--- src/rtl/cmpc_pkg.sv ---
// constants and types shared by the mode and protection control registers
package cmpc_pkg;

  // ************************************************************
  // register map
  // ************************************************************
  localparam logic [7:0] CMPC_ADDR_MODE     = 8'h18;
  localparam logic [7:0] CMPC_ADDR_PROT     = 8'h19;
  localparam logic [7:0] CMPC_RST_MODE      = 8'h04;
  localparam logic [7:0] CMPC_RST_PROT      = 8'hC0;
  // reset value of the protection register on the variant without negotiation
  localparam logic [7:0] CMPC_RST_PROT_EXT  = 8'hC4;

  // ************************************************************
  // field positions, mode and power switch register
  // ************************************************************
  localparam int MODE_BOOST_EN_BIT    = 6;
  localparam int MODE_BOOST_SKIP_BIT  = 5;
  localparam int MODE_FWD_SKIP_BIT    = 4;
  localparam int MODE_WITH_INPUT_BIT  = 3;
  localparam int MODE_DLY_SEL_BIT     = 2;
  localparam int MODE_ACTION_LSB      = 0;

  // ************************************************************
  // field positions, protection and adapter register
  // ************************************************************
  localparam int PROT_PEAK_LSB        = 6;
  localparam int PROT_UV_SEL_BIT      = 5;
  localparam int PROT_BOOST_MIN_BIT   = 4;
  localparam int PROT_REQ9_BIT        = 3;
  localparam int PROT_REQ12_BIT       = 2;
  localparam int PROT_RATE_LSB        = 0;

  // ************************************************************
  // serial bus
  // ************************************************************
  // arbitrary neutral bus address
  localparam logic [6:0] CMPC_DEV_ADDR    = 7'h2A;
  localparam logic [3:0] CMPC_BITS_BYTE   = 4'h8;
  localparam logic [3:0] CMPC_LAST_TX_BIT = 4'h7;

  // ************************************************************
  // timing
  // ************************************************************
  localparam real         CMPC_CLK_HZ        = 100.0e6;
  localparam real         SW_DLY_SHORT_MS    = 25.0;
  localparam real         SW_DLY_LONG_S      = 12.5;
  localparam int unsigned SW_DLY_SHORT_CYC   =
    $rtoi(SW_DLY_SHORT_MS * CMPC_CLK_HZ / 1000.0);
  localparam int unsigned SW_DLY_LONG_CYC    =
    $rtoi(SW_DLY_LONG_S * CMPC_CLK_HZ);
  localparam int          SW_CNT_W           = 31;

  // ************************************************************
  // types
  // ************************************************************
  typedef enum logic [1:0] {
    ACT_NORMAL   = 2'b00,
    ACT_SHUTDOWN = 2'b01,
    ACT_SHIP     = 2'b10,
    ACT_SYS_RST  = 2'b11
  } cmpc_action_t;

  typedef enum logic [2:0] {
    NEG_DCP   = 3'b000,
    NEG_TRY12 = 3'b001,
    NEG_TRY9  = 3'b010,
    NEG_AT12  = 3'b011,
    NEG_AT9   = 3'b100
  } cmpc_neg_t;

  typedef enum logic [3:0] {
    BUS_IDLE     = 4'h0,
    BUS_ADDR     = 4'h1,
    BUS_ADDR_ACK = 4'h2,
    BUS_PTR      = 4'h3,
    BUS_PTR_ACK  = 4'h4,
    BUS_WR       = 4'h5,
    BUS_WR_ACK   = 4'h6,
    BUS_RD       = 4'h7,
    BUS_RD_ACK   = 4'h8
  } cmpc_bus_t;

endpackage

--- src/rtl/cmpc_regs.sv ---
// mode, power switch and protection control registers behind the serial bus
`timescale 1ns/1ps
module cmpc_regs #(
  parameter bit          NEG_VARIANT   = 1'b1,
  parameter int unsigned SHORT_DLY_CYC = cmpc_pkg::SW_DLY_SHORT_CYC,
  parameter int unsigned LONG_DLY_CYC  = cmpc_pkg::SW_DLY_LONG_CYC
) (
  input  wire logic       mclk_i,
  input  wire logic       sys_rst_i,
  input  wire logic       scl_i,
  input  wire logic       sda_i,
  output logic            sda_o,
  output logic            sda_oe_o,
  input  wire logic       input_uv_i,
  input  wire logic       wdog_expired_i,
  input  wire logic       reg_reset_req_i,
  output logic            reg_reset_done_o,
  input  wire logic       neg_done_i,
  input  wire logic       neg_pass_i,
  output logic            dpdm_bias_o,
  output logic            neg_busy_o,
  output logic            neg_try_twelve_o,
  output logic            boost_output_enable_o,
  output logic            boost_light_load_skip_disable_o,
  output logic            forward_light_load_skip_disable_o,
  output logic [1:0]      battery_switch_action_o,
  output logic            battery_switch_fire_o,
  output logic [1:0]      discharge_peak_current_limit_o,
  output logic            battery_undervoltage_select_o,
  output logic            boost_min_battery_voltage_o,
  output logic            external_current_limit_enable_o,
  output logic [1:0]      fast_charge_rate_select_o
);
  import cmpc_pkg::*;

  // ************************************************************
  // reset values per variant
  // ************************************************************
  localparam logic [7:0] PROT_RST =
    NEG_VARIANT ? CMPC_RST_PROT : CMPC_RST_PROT_EXT;
  // bit 3 is reserved on the variant without negotiation
  localparam logic [7:0] PROT_WMASK = NEG_VARIANT ? 8'hFF : 8'hF7;

  // ************************************************************
  // state
  // ************************************************************
  logic                scl_s1_q;
  logic                scl_s2_q;
  logic                scl_s3_q;
  logic                sda_s1_q;
  logic                sda_s2_q;
  logic                sda_s3_q;
  logic                uv_s1_q;
  logic                uv_s2_q;
  cmpc_bus_t           bus_q;
  logic [3:0]          cnt_q;
  logic [7:0]          shift_q;
  logic [7:0]          ptr_q;
  logic [7:0]          tx_q;
  logic                rw_q;
  logic                nack_q;
  logic [6:0]          mode_q;
  logic [7:0]          prot_q;
  logic                done_q;
  cmpc_neg_t           neg_q;
  logic                neg_arm_q;
  logic                arm_q;

  // ************************************************************
  // read decode
  // ************************************************************
  function automatic logic [7:0] rd_byte(input logic [7:0] a,
                                         input logic [6:0] m,
                                         input logic [7:0] p);
    logic [7:0] r;
    r = 8'h00;
    if (a == CMPC_ADDR_MODE) begin
      r = {1'b0, m};
    end else if (a == CMPC_ADDR_PROT) begin
      r = p;
    end
    return r;
  endfunction

  // ************************************************************
  // pin synchronisers
  // ************************************************************
  always_ff @(posedge mclk_i or posedge sys_rst_i) begin
    if (sys_rst_i) begin
      scl_s1_q <= 1'b1;
      scl_s2_q <= 1'b1;
      scl_s3_q <= 1'b1;
      sda_s1_q <= 1'b1;
      sda_s2_q <= 1'b1;
      sda_s3_q <= 1'b1;
      uv_s1_q  <= 1'b0;
      uv_s2_q  <= 1'b0;
    end else begin
      scl_s1_q <= scl_i;
      scl_s2_q <= scl_s1_q;
      scl_s3_q <= scl_s2_q;
      sda_s1_q <= sda_i;
      sda_s2_q <= sda_s1_q;
      sda_s3_q <= sda_s2_q;
      uv_s1_q  <= input_uv_i;
      uv_s2_q  <= uv_s1_q;
    end
  end

  wire logic scl_rise  = scl_s2_q & ~scl_s3_q;
  wire logic scl_fall  = ~scl_s2_q & scl_s3_q;
  wire logic start_det = scl_s2_q & scl_s3_q & sda_s3_q & ~sda_s2_q;
  wire logic stop_det  = scl_s2_q & scl_s3_q & ~sda_s3_q & sda_s2_q;
  wire logic byte_in   = scl_fall && (cnt_q == CMPC_BITS_BYTE);
  wire logic addr_hit  = (shift_q[7:1] == CMPC_DEV_ADDR);

  // ************************************************************
  // serial bus slave
  // ************************************************************
  always_ff @(posedge mclk_i or posedge sys_rst_i) begin
    if (sys_rst_i) begin
      bus_q   <= BUS_IDLE;
      cnt_q   <= 4'h0;
      shift_q <= 8'h00;
      ptr_q   <= 8'h00;
      tx_q    <= 8'h00;
      rw_q    <= 1'b0;
      nack_q  <= 1'b0;
    end else if (start_det) begin
      bus_q <= BUS_ADDR;
      cnt_q <= 4'h0;
    end else if (stop_det) begin
      bus_q <= BUS_IDLE;
    end else begin
      if (scl_rise && (bus_q == BUS_ADDR || bus_q == BUS_PTR ||
                       bus_q == BUS_WR)) begin
        shift_q <= {shift_q[6:0], sda_s2_q};
        cnt_q   <= cnt_q + 4'h1;
      end
      unique case (bus_q)
        BUS_IDLE: begin
        end
        BUS_ADDR: begin
          if (byte_in) begin
            cnt_q <= 4'h0;
            rw_q  <= shift_q[0];
            bus_q <= addr_hit ? BUS_ADDR_ACK : BUS_IDLE;
          end
        end
        BUS_PTR: begin
          if (byte_in) begin
            cnt_q <= 4'h0;
            ptr_q <= shift_q;
            bus_q <= BUS_PTR_ACK;
          end
        end
        BUS_WR: begin
          if (byte_in) begin
            cnt_q <= 4'h0;
            ptr_q <= ptr_q + 8'h01;
            bus_q <= BUS_WR_ACK;
          end
        end
        BUS_ADDR_ACK: begin
          if (scl_fall) begin
            if (rw_q) begin
              tx_q  <= rd_byte(ptr_q, mode_q, prot_q);
              bus_q <= BUS_RD;
            end else begin
              bus_q <= BUS_PTR;
            end
          end
        end
        BUS_PTR_ACK, BUS_WR_ACK: begin
          if (scl_fall) begin
            bus_q <= BUS_WR;
          end
        end
        BUS_RD: begin
          if (scl_fall) begin
            if (cnt_q == CMPC_LAST_TX_BIT) begin
              cnt_q <= 4'h0;
              ptr_q <= ptr_q + 8'h01;
              bus_q <= BUS_RD_ACK;
            end else begin
              cnt_q <= cnt_q + 4'h1;
              tx_q  <= {tx_q[6:0], 1'b0};
            end
          end
        end
        BUS_RD_ACK: begin
          if (scl_rise) begin
            nack_q <= sda_s2_q;
          end else if (scl_fall) begin
            if (nack_q) begin
              bus_q <= BUS_IDLE;
            end else begin
              tx_q  <= rd_byte(ptr_q, mode_q, prot_q);
              bus_q <= BUS_RD;
            end
          end
        end
        default: begin
          bus_q <= BUS_IDLE;
        end
      endcase
    end
  end

  // open drain: only ever pulls low
  assign sda_o    = 1'b0;
  assign sda_oe_o = (bus_q == BUS_ADDR_ACK) || (bus_q == BUS_PTR_ACK) ||
                    (bus_q == BUS_WR_ACK) ||
                    ((bus_q == BUS_RD) && !tx_q[7]);

  // ************************************************************
  // register file
  // ************************************************************
  wire logic wr_stb  = (bus_q == BUS_WR) && byte_in && !reg_reset_req_i;
  wire logic wr_mode = wr_stb && (ptr_q == CMPC_ADDR_MODE);
  wire logic wr_prot = wr_stb && (ptr_q == CMPC_ADDR_PROT);

  always_ff @(posedge mclk_i or posedge sys_rst_i) begin
    if (sys_rst_i) begin
      mode_q <= CMPC_RST_MODE[6:0];
      prot_q <= PROT_RST;
      done_q <= 1'b0;
      arm_q  <= 1'b0;
    end else begin
      done_q <= reg_reset_req_i;
      // arm a cycle late so the timer sees the freshly written fields
      arm_q  <= wr_mode;
      if (reg_reset_req_i) begin
        mode_q <= CMPC_RST_MODE[6:0];
        prot_q <= PROT_RST;
      end else begin
        if (wr_mode) begin
          mode_q <= shift_q[6:0];
        end
        if (wr_prot) begin
          prot_q <= shift_q & PROT_WMASK;
        end
        if (wdog_expired_i) begin
          prot_q[PROT_REQ12_BIT] <= 1'b0;
        end
      end
    end
  end

  assign reg_reset_done_o = done_q;

  // ************************************************************
  // field outputs
  // ************************************************************
  assign boost_output_enable_o             = mode_q[MODE_BOOST_EN_BIT];
  assign boost_light_load_skip_disable_o   = mode_q[MODE_BOOST_SKIP_BIT];
  assign forward_light_load_skip_disable_o = mode_q[MODE_FWD_SKIP_BIT];
  assign battery_switch_action_o           =
    mode_q[MODE_ACTION_LSB +: 2];
  assign discharge_peak_current_limit_o    = prot_q[PROT_PEAK_LSB +: 2];
  assign battery_undervoltage_select_o     = prot_q[PROT_UV_SEL_BIT];
  assign boost_min_battery_voltage_o       = prot_q[PROT_BOOST_MIN_BIT];
  assign external_current_limit_enable_o   =
    !NEG_VARIANT && prot_q[PROT_REQ12_BIT];
  assign fast_charge_rate_select_o         = prot_q[PROT_RATE_LSB +: 2];

  // ************************************************************
  // battery switch action delay
  // ************************************************************
  cmpc_switch_timer #(
    .SHORT_CYC (SHORT_DLY_CYC),
    .LONG_CYC  (LONG_DLY_CYC)
  ) u_switch_timer (
    .mclk_i       (mclk_i),
    .sys_rst_i    (sys_rst_i),
    .arm_i        (arm_q),
    .action_i     (mode_q[MODE_ACTION_LSB +: 2]),
    .delay_long_i (mode_q[MODE_DLY_SEL_BIT]),
    .with_input_i (mode_q[MODE_WITH_INPUT_BIT]),
    .input_uv_i   (uv_s2_q),
    .fire_o       (battery_switch_fire_o)
  );

  // ************************************************************
  // adapter negotiation sequencer
  // ************************************************************
  wire logic req9  = NEG_VARIANT && prot_q[PROT_REQ9_BIT];
  wire logic req12 = NEG_VARIANT && prot_q[PROT_REQ12_BIT];

  always_ff @(posedge mclk_i or posedge sys_rst_i) begin
    if (sys_rst_i) begin
      neg_q     <= NEG_DCP;
      neg_arm_q <= 1'b0;
    end else begin
      unique case (neg_q)
        NEG_DCP: begin
          if (!req9 && !req12) begin
            neg_arm_q <= 1'b1;
          end else if (neg_arm_q) begin
            neg_arm_q <= 1'b0;
            neg_q     <= req12 ? NEG_TRY12 : NEG_TRY9;
          end
        end
        NEG_TRY12: begin
          if (!req9 && !req12) begin
            neg_q <= NEG_DCP;
          end else if (neg_done_i) begin
            if (neg_pass_i) begin
              neg_q <= NEG_AT12;
            end else begin
              neg_q <= req9 ? NEG_TRY9 : NEG_DCP;
            end
          end
        end
        NEG_TRY9: begin
          if (!req9 && !req12) begin
            neg_q <= NEG_DCP;
          end else if (neg_done_i) begin
            neg_q <= neg_pass_i ? NEG_AT9 : NEG_DCP;
          end
        end
        NEG_AT12: begin
          if (!req12) begin
            neg_q <= req9 ? NEG_TRY9 : NEG_DCP;
          end
        end
        NEG_AT9: begin
          if (!req9) begin
            neg_q <= req12 ? NEG_TRY12 : NEG_DCP;
          end
        end
        default: begin
          neg_q <= NEG_DCP;
        end
      endcase
    end
  end

  assign dpdm_bias_o      = (neg_q != NEG_DCP);
  assign neg_busy_o       = (neg_q == NEG_TRY12) || (neg_q == NEG_TRY9);
  assign neg_try_twelve_o = (neg_q == NEG_TRY12);

endmodule

--- src/rtl/cmpc_switch_timer.sv ---
// delay timer that fires the requested battery switch action
`timescale 1ns/1ps
module cmpc_switch_timer #(
  parameter int unsigned SHORT_CYC = cmpc_pkg::SW_DLY_SHORT_CYC,
  parameter int unsigned LONG_CYC  = cmpc_pkg::SW_DLY_LONG_CYC
) (
  input  wire logic       mclk_i,
  input  wire logic       sys_rst_i,
  input  wire logic       arm_i,
  input  wire logic [1:0] action_i,
  input  wire logic       delay_long_i,
  input  wire logic       with_input_i,
  input  wire logic       input_uv_i,
  output logic            fire_o
);
  import cmpc_pkg::*;

  logic [SW_CNT_W-1:0] cnt_q;
  logic                run_q;
  logic                fire_q;

  // ************************************************************
  // decode
  // ************************************************************
  wire logic [SW_CNT_W-1:0] limit =
    delay_long_i ? SW_CNT_W'(LONG_CYC - 1) : SW_CNT_W'(SHORT_CYC - 1);
  wire logic expired  = (cnt_q >= limit);
  wire logic allowed  = with_input_i | input_uv_i;
  wire logic act_idle = (action_i == ACT_NORMAL);

  // ************************************************************
  // counter
  // ************************************************************
  always_ff @(posedge mclk_i or posedge sys_rst_i) begin
    if (sys_rst_i) begin
      cnt_q  <= '0;
      run_q  <= 1'b0;
      fire_q <= 1'b0;
    end else begin
      fire_q <= 1'b0;
      if (arm_i) begin
        run_q <= !act_idle;
        cnt_q <= '0;
      end else if (run_q) begin
        if (act_idle) begin
          run_q <= 1'b0;
        end else if (!expired) begin
          cnt_q <= cnt_q + 1'b1;
        end else if (allowed) begin
          fire_q <= 1'b1;
          run_q  <= 1'b0;
        end
      end
    end
  end

  assign fire_o = fire_q;

endmodule

--- config.mk ---
export PLATFORM = sky130hd
export DESIGN_NAME = cmpc_regs
export DESIGN_NICKNAME = d
export VERILOG_FILES = /design/src/rtl/cmpc_pkg.sv /design/src/rtl/cmpc_regs.sv /design/src/rtl/cmpc_switch_timer.sv
export SDC_FILE = /design/constraint.sdc
export NUM_CORES = 1
export LEC_CHECK = 0
export ABC_AREA = 0
export BUFFER_PORTS_ARGS = -buffer_cell sky130_fd_sc_hd__buf_2
export CAP_MARGIN = 40
export CORE_UTILIZATION = 50
export CTS_CLUSTER_SIZE = 14
export DETAILED_ROUTE_END_ITERATION = 8
export GPL_TIMING_DRIVEN = 0
export MAX_ROUTING_LAYER = met4
export PLACE_DENSITY = 0.67
export SETUP_SLACK_MARGIN = 0.02
export SKIP_LAST_GASP = 1
export SLEW_MARGIN = 20
export SYNTH_ARGS = -nofsm -noshare
export SYNTH_HDL_FRONTEND = slang
export SYNTH_SLANG_ARGS = --single-unit
export TNS_END_PERCENT = 30
--- constraint.sdc ---
create_clock -name mclk_i -period 4.13 [get_ports mclk_i]
set_input_delay 0 -clock mclk_i [delete_from_list [all_inputs] [get_ports mclk_i]]
set_output_delay 0 -clock mclk_i [all_outputs]
set_load 0.03 [all_outputs]
==> run_results.csv, run 1 <==
group,metric,value,unit
run_status,outcome,"completed",
timing,fin_crit,3.25,ns
clock_network,htree_levels,3,
route,finalWirelength,12900,um
pwr,fin_total_pwr,1.85,mW
synthesis,syn_inst,599,
pwr,power.internal,1.37,mW
synthesis,yosys_warnings,0,
clock_network,cts_made_buffers,9,
floorplan,design.die.area,11500,um^2
route,post_drt_via_cell_ratio,5.99,
grt,grt_usage,25.1,%
synthesis,seq_area_frac_synth,43.6,%
synthesis,netlist_area,5540,um^2
synthesis,avgSynthCellArea,9.25,um^2
worst_setup_path,path_class,"reg2reg",
timing,setup_tns,0,ns
grt,grt_pass1_wl,22000,um
route,drc_errors,0,
clock_network,insertion_delay,0.39,ns
grt,grt_start_max_net_pins,69,
placement,numPortBuffers,25,
floorplan,die_height,107,um
floorplan,io_pins,28,
cells_and_area,layout-drive-gt1-share,13.9,%
pwr,p_switching,0.486,mW
worst_setup_path,crit_arrival,3.56,ns
cells_and_area,fill_cells,952,
timing,finalSetupViolCount,0,
route,vias,4722,
clock_network,cts_root_buf,"clkbuf_8",
worst_setup_path,cp-start-kind,"register",
timing,hold_viol,0,
timing,clock.fmax,307,MHz
worst_setup_path,rr_startpoint,"mode_q[2]$_DFFE_PP1P_",
grt,overflow,0,
pwr,p_seq_share,56.3,%
clock_network,path_clk_slew,0.10,ns
cells_and_area,final_nets,674,
floorplan,die_width,107,um
pwr,vdd_drop_max,0.263,mV
pwr,clkPwrFrac,34.4,%
worst_setup_path,cp.required,4.43,ns
grt,antenna_found_initial,0,
clock_network,ctsResizeCount,0,
placement,post_dp_cell_area,5870,um^2
cells_and_area,instances_no_fill,788,
pwr,swShare,26.2,%
cells_and_area,syn_to_final_growth,10.9,%
placement,dp_cells,766,
placement,finalWeightedCongestion,0.936,
synthesis,synth_cell_type_count,66,
worst_hold_path,hp-class,"in2reg",
timing,relSlewSlack,44.2,%
floorplan,rows,38,
timing,clock_skew,0.0183,ns
route,drtIter0Drc,362,
cells_and_area,antenna_cells,0,
clock_network,clock_path_buffers,2,
pwr,power_density,302,nW/um^2
timing,rsz0062_at_grt,"no",
cells_and_area,design_area,6140,um^2
pwr,pwr-share-comb,9.3,%
worst_setup_path,cp_max_fo,11,
route,drtAntennaViolNets,0,
synthesis,synthArstFlopShare,100,%
placement,hpwl,9220,um
timing,slew_violations,0,
floorplan,coreArea,10800,um^2
route,drt-wirelength-per-cell,16.4,um
worst_setup_path,crit_start,"mode_q[2]$_DFFE_PP1P_",
clock_network,cts_tree,"built",
worst_hold_path,hold_start,"neg_done_i",
grt,grt_pass1_vias,4544,
job,max-cap-violations,0,
timing,fin_crit_sh,78.8,%
pwr,p_leak,2.59,nW
route,dr.pass1.iters,5,
clock_network,clock_sinks,96,
synthesis,synth-edff-count,0,
synthesis,synth-seq-cells,96,
floorplan,start_util,51.3,%
synthesis,ys.flop_type,"dfrtp_1",
worst_setup_path,critPathCaptureType,"register",
timing,worst_pin_slew,0.832,ns
stage by stage:
step | hold slack (ns) | setup WS (ns) | utilization [%]
global route | 0.0615 | 0.684 | 56.9
global placement | 0.106 | 0.489 | 54.1
floorplan | 0.00448 | 1.40 | -
finish | 0.0484 | 0.877 | 56.9
CTS | 0.0360 | 0.896 | 56.9
detailed placement | -0.00909 | 0.945 | 54.4
layer usage:
| layer | GRT usage, % | wire [um] | vias up |
|---|---|---|---|
| met5 | - | 0 | - |
| met4 | 11.7 | 367 | 0 |
| met3 | 3.53 | 403 | 24 |
| met2 | 41.1 | 6450 | 100 |
| met1 | 30.7 | 5720 | 2323 |
| li1 | - | - | 2275 |
Yosys cell counts, types with 5 or more instances:
cell type  instances  area [um^2]
nor2b_1           13         81.3
mux2i_1           17          170
nand3_1           34          170
nor4_1             7         43.8
clkbuf_1          21         78.8
inv_1             21         78.8
nand2b_1           5         31.3
or3_1             11         68.8
a31oi_1            5         31.3
nor3_1            13         65.1
ha_1              21          263
nor2_1            51          191
nand4_1            8         50.1
nand2_1           53          199
a21oi_1           52          260
and3_1             6         37.5
o21ai_1            7         35.0
dfrtp_1           87         2180
mux2_2            15          169
dfstp_2            9          236
o31ai_1           13         97.6
o21ai_0           34          170
buf_4              7         52.6
or4_1             10         75.1
power groups by stage:
| stage | logic (mW) | clock network (mW) | registers [mW] |
|---|---|---|---|
| after floorplan | 0.131 | 0 | 1.04 |
| after global placement | 0.160 | 0 | 1.06 |
| after detailed placement | 0.169 | 0 | 1.06 |
| after CTS | 0.175 | 0.655 | 1.04 |
| after global routing | 0.193 | 0.690 | 1.05 |
| final | 0.173 | 0.638 | 1.04 |
area by class of cell:
class / count / area (um^2) / share of cell area (%)
multi-input combinational: 450 / 2870 / 46.8
sequential: 96 / 2410 / 39.3
timing repair buffer: 33 / 223 / 3.63
buffer: 33 / 175 / 2.85
tap: 140 / 175 / 2.85
clock buffer: 12 / 155 / 2.53
inverter: 21 / 83.8 / 1.36
clock inverter: 3 / 42.5 / 0.693
critical path, stage by stage (launching register included):
cell and delay, ns:
dfstp_2 0.63, inv_1 0.24, ha_1 0.37, o41ai_1 0.34, a31oi_1 0.15, nor4_1 0.42, nand4_2 0.27, buf_6 0.22
or3_1 0.35, a21oi_1 0.17
state kept, by name, indices dropped and copies added, names as in the netlist, 3 cells and up:
register	cells
bus_q	4
tx_q	8
shift_q	8
ptr_q	8
mode_q	7
u_switch_timer.cnt_q	31
neg_q	3
prot_q	8
cnt_q	4
timing repair:
item | in CTS | in global routing
endpoints found under the hold margin | 96 | 0
hold buffers | 7 | 0
setup buffers | 0 | 0
cell families after synthesis:
| logic type | count (synthesis) | synth area share, % |
|---|---|---|
| buffers and inverters | 54 | 4.59 |
| AO/OA/AOI/OAI | 150 | 16.7 |
| adder cells (fa/ha/maj) | 22 | 4.93 |
| flip-flops | 96 | 43.6 |
| XOR/XNOR | 3 | 0.475 |
| other | 1 | 0.0677 |
| multiplexers | 36 | 7.14 |
| AND/OR/NAND/NOR | 237 | 22.5 |
cell usage in the layout, fill, tap and decap left out, types with 5 or more instances in the layout:
cell           count
clkbuf_1          22
inv_1             20
clkbuf_8          11
nor2b_1           13
nand2b_1           5
a31oi_1            5
mux2_2            15
o31ai_1           13
nor2_1            51
nor4_1             7
o21ai_1            7
and3_1             6
o21ai_0           34
dfstp_2            9
nor3_1            13
buf_4              7
nand3_1           34
mux2i_1           17
dlygate4sd3_1      7
or3_1             11
ha_1              21
nand4_1            8
nand2_1           53
a21oi_1           52
dfrtp_1           87
buf_2             27
or4_1             10
final timing paths:
check | endpoint | slack, ns | cells past startpoint
max in group asynchronous | scl_s2_q$_DFF_PP1_ | 3.33 | 4
min in group asynchronous | u_switch_timer.cnt_q[18]$_DFFE_PP0P_ | 0.12 | 3
worst max-delay path | u_switch_timer.cnt_q[17]$_DFFE_PP0P_ | 0.88 | 9
worst min register to register | uv_s2_q$_DFF_PP0_ | 0.35 | 0
worst min-delay path | neg_q[1]$_DFFE_PP0P_ | 0.05 | 4
worst max register to register | u_switch_timer.cnt_q[17]$_DFFE_PP0P_ | 0.88 | 9
No activity file was read; power rests on OpenSTA's default activity.
==> inputs of run 2 (changes only) <==
- ABC_AREA: 0 -> 1
- clock period: 4.13 -> 3.2 ns (I/O delays scaled with it)
==> run 2 against run 1 <==
- worst hold slack better by 0.071 ns
- count of clock-buffer cells in the layout shrank 1
- wire length is 20% higher
- combinational power is 150% higher
- area after synthesis increased by 11%
- critical path type unchanged
- largest cell class unchanged
- largest power group unchanged
==> run_results.csv, run 2 <==
group,metric,value,unit
run_status,outcome,"completed",
worst_setup_path,cp.required,3.44,ns
pwr,swShare,28.4,%
clock_network,htree_levels,3,
pwr,p_seq_share,45.0,%
worst_hold_path,hp-class,"in2async",
cells_and_area,regMostFlops,"u_switch_timer.cnt_q",
cells_and_area,multi_input_area,3200,um^2
pwr,vdd_drop_max,0.262,mV
pwr,pwr-share-comb,14.4,%
synthesis,synth_commonest_cells,"nand2_1, nor2_1, dfrtp_1",
floorplan,io_pins,28,
route,dr.pass1.iters,5,
cells_and_area,largest_register_ffs,31,
placement,numPortBuffers,25,
worst_setup_path,cpMostUsedCell,"nand2_1",
route,drc_errors,0,
floorplan,rows,40,
worst_setup_path,crit_arrival,3.24,ns
timing,slew_violations,0,
route,drtIter0Drc,396,
route,vias,5580,
synthesis,synth-seq-cells,96,
cells_and_area,layout_commonest_cell,"nand2_1",
timing,rsz0062_at_grt,"no",
grt,grt_pass1_vias,5363,
timing,fin_crit_sh,93.7,%
cells_and_area,final_cell_mix,"nand2_1, nor2_1, dfrtp_1",
synthesis,synth_largest_area_cell,"dfrtp_1",
synthesis,yosysMostFrequentCell,"nand2_1",
clock_network,cts_root_buf,"clkbuf_16",
cells_and_area,fill_cells,1148,
worst_setup_path,critPathCaptureType,"register",
placement,dp_cells,1007,
grt,overflow,0,
pwr,p_switching,0.845,mW
worst_setup_path,slowest_delay,0.69,ns
grt,grt_start_max_net_pins,81,
synthesis,ys.flop_type,"dfrtp_1",
placement,finalWeightedCongestion,0.920,
cells_and_area,antenna_cells,0,
timing,clock.fmax,333,MHz
timing,finalSetupViolCount,0,
clock_network,insertion_delay,0.35,ns
floorplan,die_width,113,um
worst_setup_path,cp-start-kind,"register",
worst_setup_path,path_class,"reg2reg",
cells_and_area,layout-drive-gt1-share,13.1,%
synthesis,ys_top_cells_by_area,"dfrtp_1, nand2_1, nand3_1",
placement,hpwl,11800,um
clock_network,cts_made_buffers,9,
floorplan,design.die.area,12700,um^2
route,drt-wirelength-per-cell,15.1,um
worst_setup_path,cp_max_fo,11,
synthesis,synth_top_area_share,35.6,%
timing,relSlewSlack,59.7,%
cells_and_area,instances_no_fill,1031,
clock_network,clock_path_buffers,2,
cells_and_area,regArea,2410,um^2
grt,antenna_found_initial,0,
floorplan,start_util,51.2,%
synthesis,seq_area_frac_synth,39.4,%
pwr,power_density,432,nW/um^2
synthesis,avgSynthCellArea,7.35,um^2
pwr,clkPwrFrac,40.7,%
route,drtAntennaViolNets,0,
timing,worst_pin_slew,0.605,ns
synthesis,synthArstFlopShare,100,%
floorplan,die_height,113,um
pwr,fin_total_pwr,2.97,mW
clock_network,clock_sinks,96,
timing,clock_skew,0.00666,ns
timing,fin_crit,3.00,ns
worst_setup_path,crit_path_top_delay_cell,"dfstp_2",
synthesis,yosys_warnings,0,
cells_and_area,syn_to_final_growth,12.3,%
clock_network,cts_tree,"built",
synthesis,netlist_area,6120,um^2
cells_and_area,final_nets,909,
route,finalWirelength,15600,um
grt,grt_pass1_wl,26300,um
grt,grt_usage,27.3,%
pwr,p_leak,3.37,nW
synthesis,syn_inst,833,
timing,hold_viol,0,
clock_network,path_clk_slew,0.07,ns
route,post_drt_via_cell_ratio,5.41,
worst_setup_path,crit_chain,"inv_1 -> ha_1 -> nand2_1 -> nor2_1 -> nand2_1 -> nor3_1 -> nand2_1 -> nand4_4 -> nand2_4 -> buf_6 -> nand2_1 -> nand2_1",
job,max-cap-violations,0,
synthesis,synth_cell_type_count,45,
synthesis,synth-edff-count,0,
pwr,power.internal,2.13,mW
floorplan,coreArea,12000,um^2
## run 2: cells by family (layout without fill, tap and decap cells)
| family | Yosys count | in the layout | synth area share [%] |
|---|---|---|---|
| simple gates | 471 | 471 | 33.6 |
| buf+inv | 113 | 163 | 8.34 |
| compound gates | 101 | 101 | 10.0 |
| flops | 96 | 96 | 39.4 |
| xor+xnor | 29 | 29 | 4.15 |
| fa+ha+maj | 21 | 21 | 4.29 |
| other cells | 1 | 2 | 0.0613 |
| mux | 1 | 1 | 0.164 |
## run 2: final timing paths
path / from / endpoint / slack, ns / depth (start not counted)
max in group asynchronous: sys_rst_i / mode_q[2]$_DFFE_PP1P_ / 2.41 / 4
min in group mclk_i: neg_done_i / neg_q[1]$_DFFE_PP0P_ / 0.22 / 4
worst min-delay path: sys_rst_i / u_switch_timer.cnt_q[9]$_DFFE_PP0P_ / 0.12 / 3
worst max register to register: mode_q[2]$_DFFE_PP1P_ / u_switch_timer.cnt_q[9]$_DFFE_PP0P_ / 0.20 / 12
worst min register to register: sda_s1_q$_DFF_PP1_ / sda_s2_q$_DFF_PP1_ / 0.36 / 0
worst max-delay path: mode_q[2]$_DFFE_PP1P_ / u_switch_timer.cnt_q[9]$_DFFE_PP0P_ / 0.20 / 12
## run 2: layout make-up
class                   count  area share [%]
repair buffers             34            3.38
inverters                  83            4.62
clock buffers              11            3.53
clock inverters             5            1.26
flip-flops and latches     96            35.1
well taps                 147            2.68
plain buffers              30            2.88
multi-input cells         625            46.6
## run 2: repair_timing
| action | in CTS | in global routing |
|---|---|---|
| hold buffers | 8 | 0 |
| endpoints found under the hold margin | 93 | 0 |
| buffers inserted | 0 | 0 |
| resized for setup | 0 | 0 |
## run 2: worst max-delay path, delay by kind of cell (launching register included)
kind,cells,cell delay [ns]
flip-flops,1,0.69
buffers and inverters,2,0.48
AND/OR/NAND/NOR,9,1.25
adder cells (fa/ha/maj),1,0.44
## run 2: per-stage QoR
stage | utilization, % | hold slack (ns) | area [um^2] | setup TNS (ns) | setup slack (ns)
after global placement | 53.8 | 0.107 | 6430 | -37.37 | -0.439
after global routing | 57.5 | 0.146 | 6880 | 0 | 0.0231
after floorplan | - | 0.00448 | 6120 | 0 | 0.710
final | 57.5 | 0.119 | 6880 | 0 | 0.201
after CTS | 57.5 | 0.120 | 6880 | 0 | 0.239
after detailed placement | 54.1 | -0.0534 | 6470 | 0 | 0.253
## run 2: routing by layer
layer  vias up  share of wire, %  global-route usage [%]
met5         -                 0                       -
met4         0               1.2                    8.00
met3        14               4.4                    3.02
met2       136                44                    39.1
met1      2651                51                    40.5
li1       2779                 -                       -
## run 2: power by group through the flow
stage	clock (mW)	sequential [mW]	combinational, mW
after floorplan	0	1.35	0.309
final	1.21	1.34	0.427
after detailed placement	0	1.36	0.419
after global placement	0	1.35	0.401
after global routing	1.27	1.34	0.485
after CTS	1.22	1.34	0.429
==> inputs of run 3 (changes only) <==
- ABC_CLOCK_PERIOD_IN_PS: default -> 3200
- CELL_PAD_IN_SITES_DETAIL_PLACEMENT: default -> 1
- CELL_PAD_IN_SITES_GLOBAL_PLACEMENT: default -> 2
- CORE_ASPECT_RATIO: default -> 0.5
- CORE_UTILIZATION: 50 -> 36
- PLACE_DENSITY: 0.67 -> default
- PLACE_DENSITY_LB_ADDON: default -> 0.1
==> run 3 against run 2 <==
- global-route usage down 4.9 points
- clock power about the same
- power about the same
- first-iteration DRC count down 38%
- clock skew up 0.0028 ns
- fmax up 5.8%
- register-to-register slack better by 0.16 ns
- sequential power about the same
- setup slack better by 0.16 ns
- flip-flop and latch count unchanged
==> run_results.csv, run 3 (synthesis gave the netlist of run 2 again) <==
group,metric,value,unit
placement,pre_cts_slack,0.300,ns
cells_and_area,instances_no_fill,1111,
floorplan,die_height,94.2,um
cells_and_area,multi_input_area,3200,um^2
timing,finalWorstSetupSlack,0.366,ns
grt,antenna_found_initial,0,
floorplan,rows,33,
worst_setup_path,critPathCaptureType,"register",
job,max-cap-violations,0,
worst_setup_path,crit_start,"mode_q[2]$_DFFE_PP1P_",
placement,hpwl,13400,um
timing,fin_crit,2.83,ns
worst_setup_path,slowest_delay,0.69,ns
cells_and_area,layout-drive-gt1-share,13.1,%
clock_network,insertion_delay,0.36,ns
grt,grt_usage,22.4,%
placement,numPortBuffers,25,
worst_setup_path,rr_startpoint,"mode_q[2]$_DFFE_PP1P_",
worst_setup_path,path_class,"reg2reg",
cells_and_area,regMostFlops,"u_switch_timer.cnt_q",
route,drc_errors,0,
route,drtIter0Drc,245,
grt,grt_start_max_net_pins,77,
cells_and_area,final_nets,909,
route,post_drt_via_cell_ratio,4.93,
timing,relSlewSlack,57.1,%
floorplan,design.die.area,17600,um^2
floorplan,io_pins,28,
worst_setup_path,cp_max_fo,11,
grt,overflow,0,
route,vias,5478,
floorplan,die_width,186,um
timing,clock_skew,0.00945,ns
worst_setup_path,cp.required,3.44,ns
pwr,vdd_drop_max,0.225,mV
route,dr.pass1.iters,4,
cells_and_area,antenna_cells,0,
worst_setup_path,crit_path_top_delay_cell,"dfstp_2",
grt,grt_pass1_vias,5705,
pwr,power_density,427,nW/um^2
timing,fin_crit_sh,88.6,%
timing,slew_violations,0,
clock_network,cts_made_buffers,9,
placement,finalWeightedCongestion,0.871,
worst_setup_path,crit_arrival,3.08,ns
timing,finalSetupViolCount,0,
timing,worst_pin_slew,0.643,ns
worst_setup_path,cpMostUsedCell,"nand2_1",
floorplan,start_util,37.1,%
clock_network,cts_root_buf,"clkbuf_16",
clock_network,clock_sinks,96,
clock_network,path_clk_slew,0.08,ns
timing,rsz0062_at_grt,"no",
route,drt-wirelength-per-cell,15.9,um
placement,dp_cells,1087,
floorplan,coreArea,16500,um^2
cells_and_area,final_util,42.2,%
timing,hold_viol,0,
cells_and_area,regArea,2410,um^2
clock_network,clock_path_buffers,2,
pwr,p_leak,3.37,nW
cells_and_area,largest_register_ffs,31,
clock_network,htree_levels,3,
run_status,outcome,"completed",
cells_and_area,final_cell_mix,"nand2_1, nor2_1, dfrtp_1",
timing,clock.fmax,353,MHz
worst_setup_path,crit_chain,"inv_1 -> ha_1 -> inv_1 -> nor2_1 -> nand4_1 -> nor3_1 -> nand2_1 -> nand4_4 -> nand2_4 -> buf_6 -> nand2_1 -> nand2_1",
clock_network,ctsResizeCount,0,
grt,grt_pass1_wl,29800,um
cells_and_area,fill_cells,2113,
route,drtAntennaViolNets,0,
cells_and_area,layout_commonest_cell,"nand2_1",
route,finalWirelength,17700,um
clock_network,post-cts-setup-buffers,0,
cells_and_area,syn_to_final_growth,13.8,%
worst_setup_path,cp-start-kind,"register",
worst_hold_path,hp-class,"in2async",
clock_network,ctsHoldBuffers,8,
clock_network,cts_tree,"built",
## run 3: path summary, 6_finish.rpt
check                                                       end  slack [ns]  cells after the start
hold reg to reg                               uv_s2_q$_DFF_PP0_        0.35                      0
max in group asynchronous                    scl_s1_q$_DFF_PP1_        2.40                      4
setup reg to reg           u_switch_timer.cnt_q[19]$_DFFE_PP0P_        0.37                     12
hold / removal                  u_switch_timer.fire_o$_DFF_PP0_        0.12                      3
min in group mclk_i                        neg_q[2]$_DFFE_PP0P_        0.23                      4
setup / recovery           u_switch_timer.cnt_q[19]$_DFFE_PP0P_        0.37                     12
## run 3: final cells by class
type	instances	area share (%)
multi-input cells	625	45.9
flip-flops and latches	96	34.7
inverters	83	4.56
well taps	227	4.08
repair buffers	34	3.34
clock buffers	10	3.29
plain buffers	30	2.84
clock inverters	6	1.29
## run 3: power by group
group / switching [mW] / total, mW / internal (mW)
logic: 0.292 / 0.431 / 0.139
registers: 0.0623 / 1.34 / 1.27
clock network: 0.515 / 1.21 / 0.691
total: 0.869 / 2.97 / 2.10
## run 3: routing by layer
metal,vias to the layer above,wire length [um],GRT usage [%]
met5,-,0,-
met3,9,293,3.70
met4,0,116,3.93
li1,2782,-,-
met2,31,8280,37.6
met1,2656,9030,28.9
## run 3: worst max-delay path: cells and delay by family, from the launching register on
family        cells  cell delay (ns)
flops             1             0.69
simple gates      8             1.02
fa+ha+maj         1             0.44
buf+inv           3             0.55
## run 3: stage by stage
| step | cell area [um^2] | power (mW) | hold WS [ns] | TNS, ns |
|---|---|---|---|---|
| after floorplan | 6120 | 1.66 | 0.00448 | 0 |
| after global placement | 6530 | 1.78 | 0.105 | -61.09 |
| after detailed placement | 6570 | 1.79 | -0.0399 | 0 |
| after CTS | 6970 | 3.02 | 0.120 | 0 |
| after global routing | 6970 | 3.12 | 0.129 | 0 |
| final | 6970 | 2.97 | 0.123 | 0 |
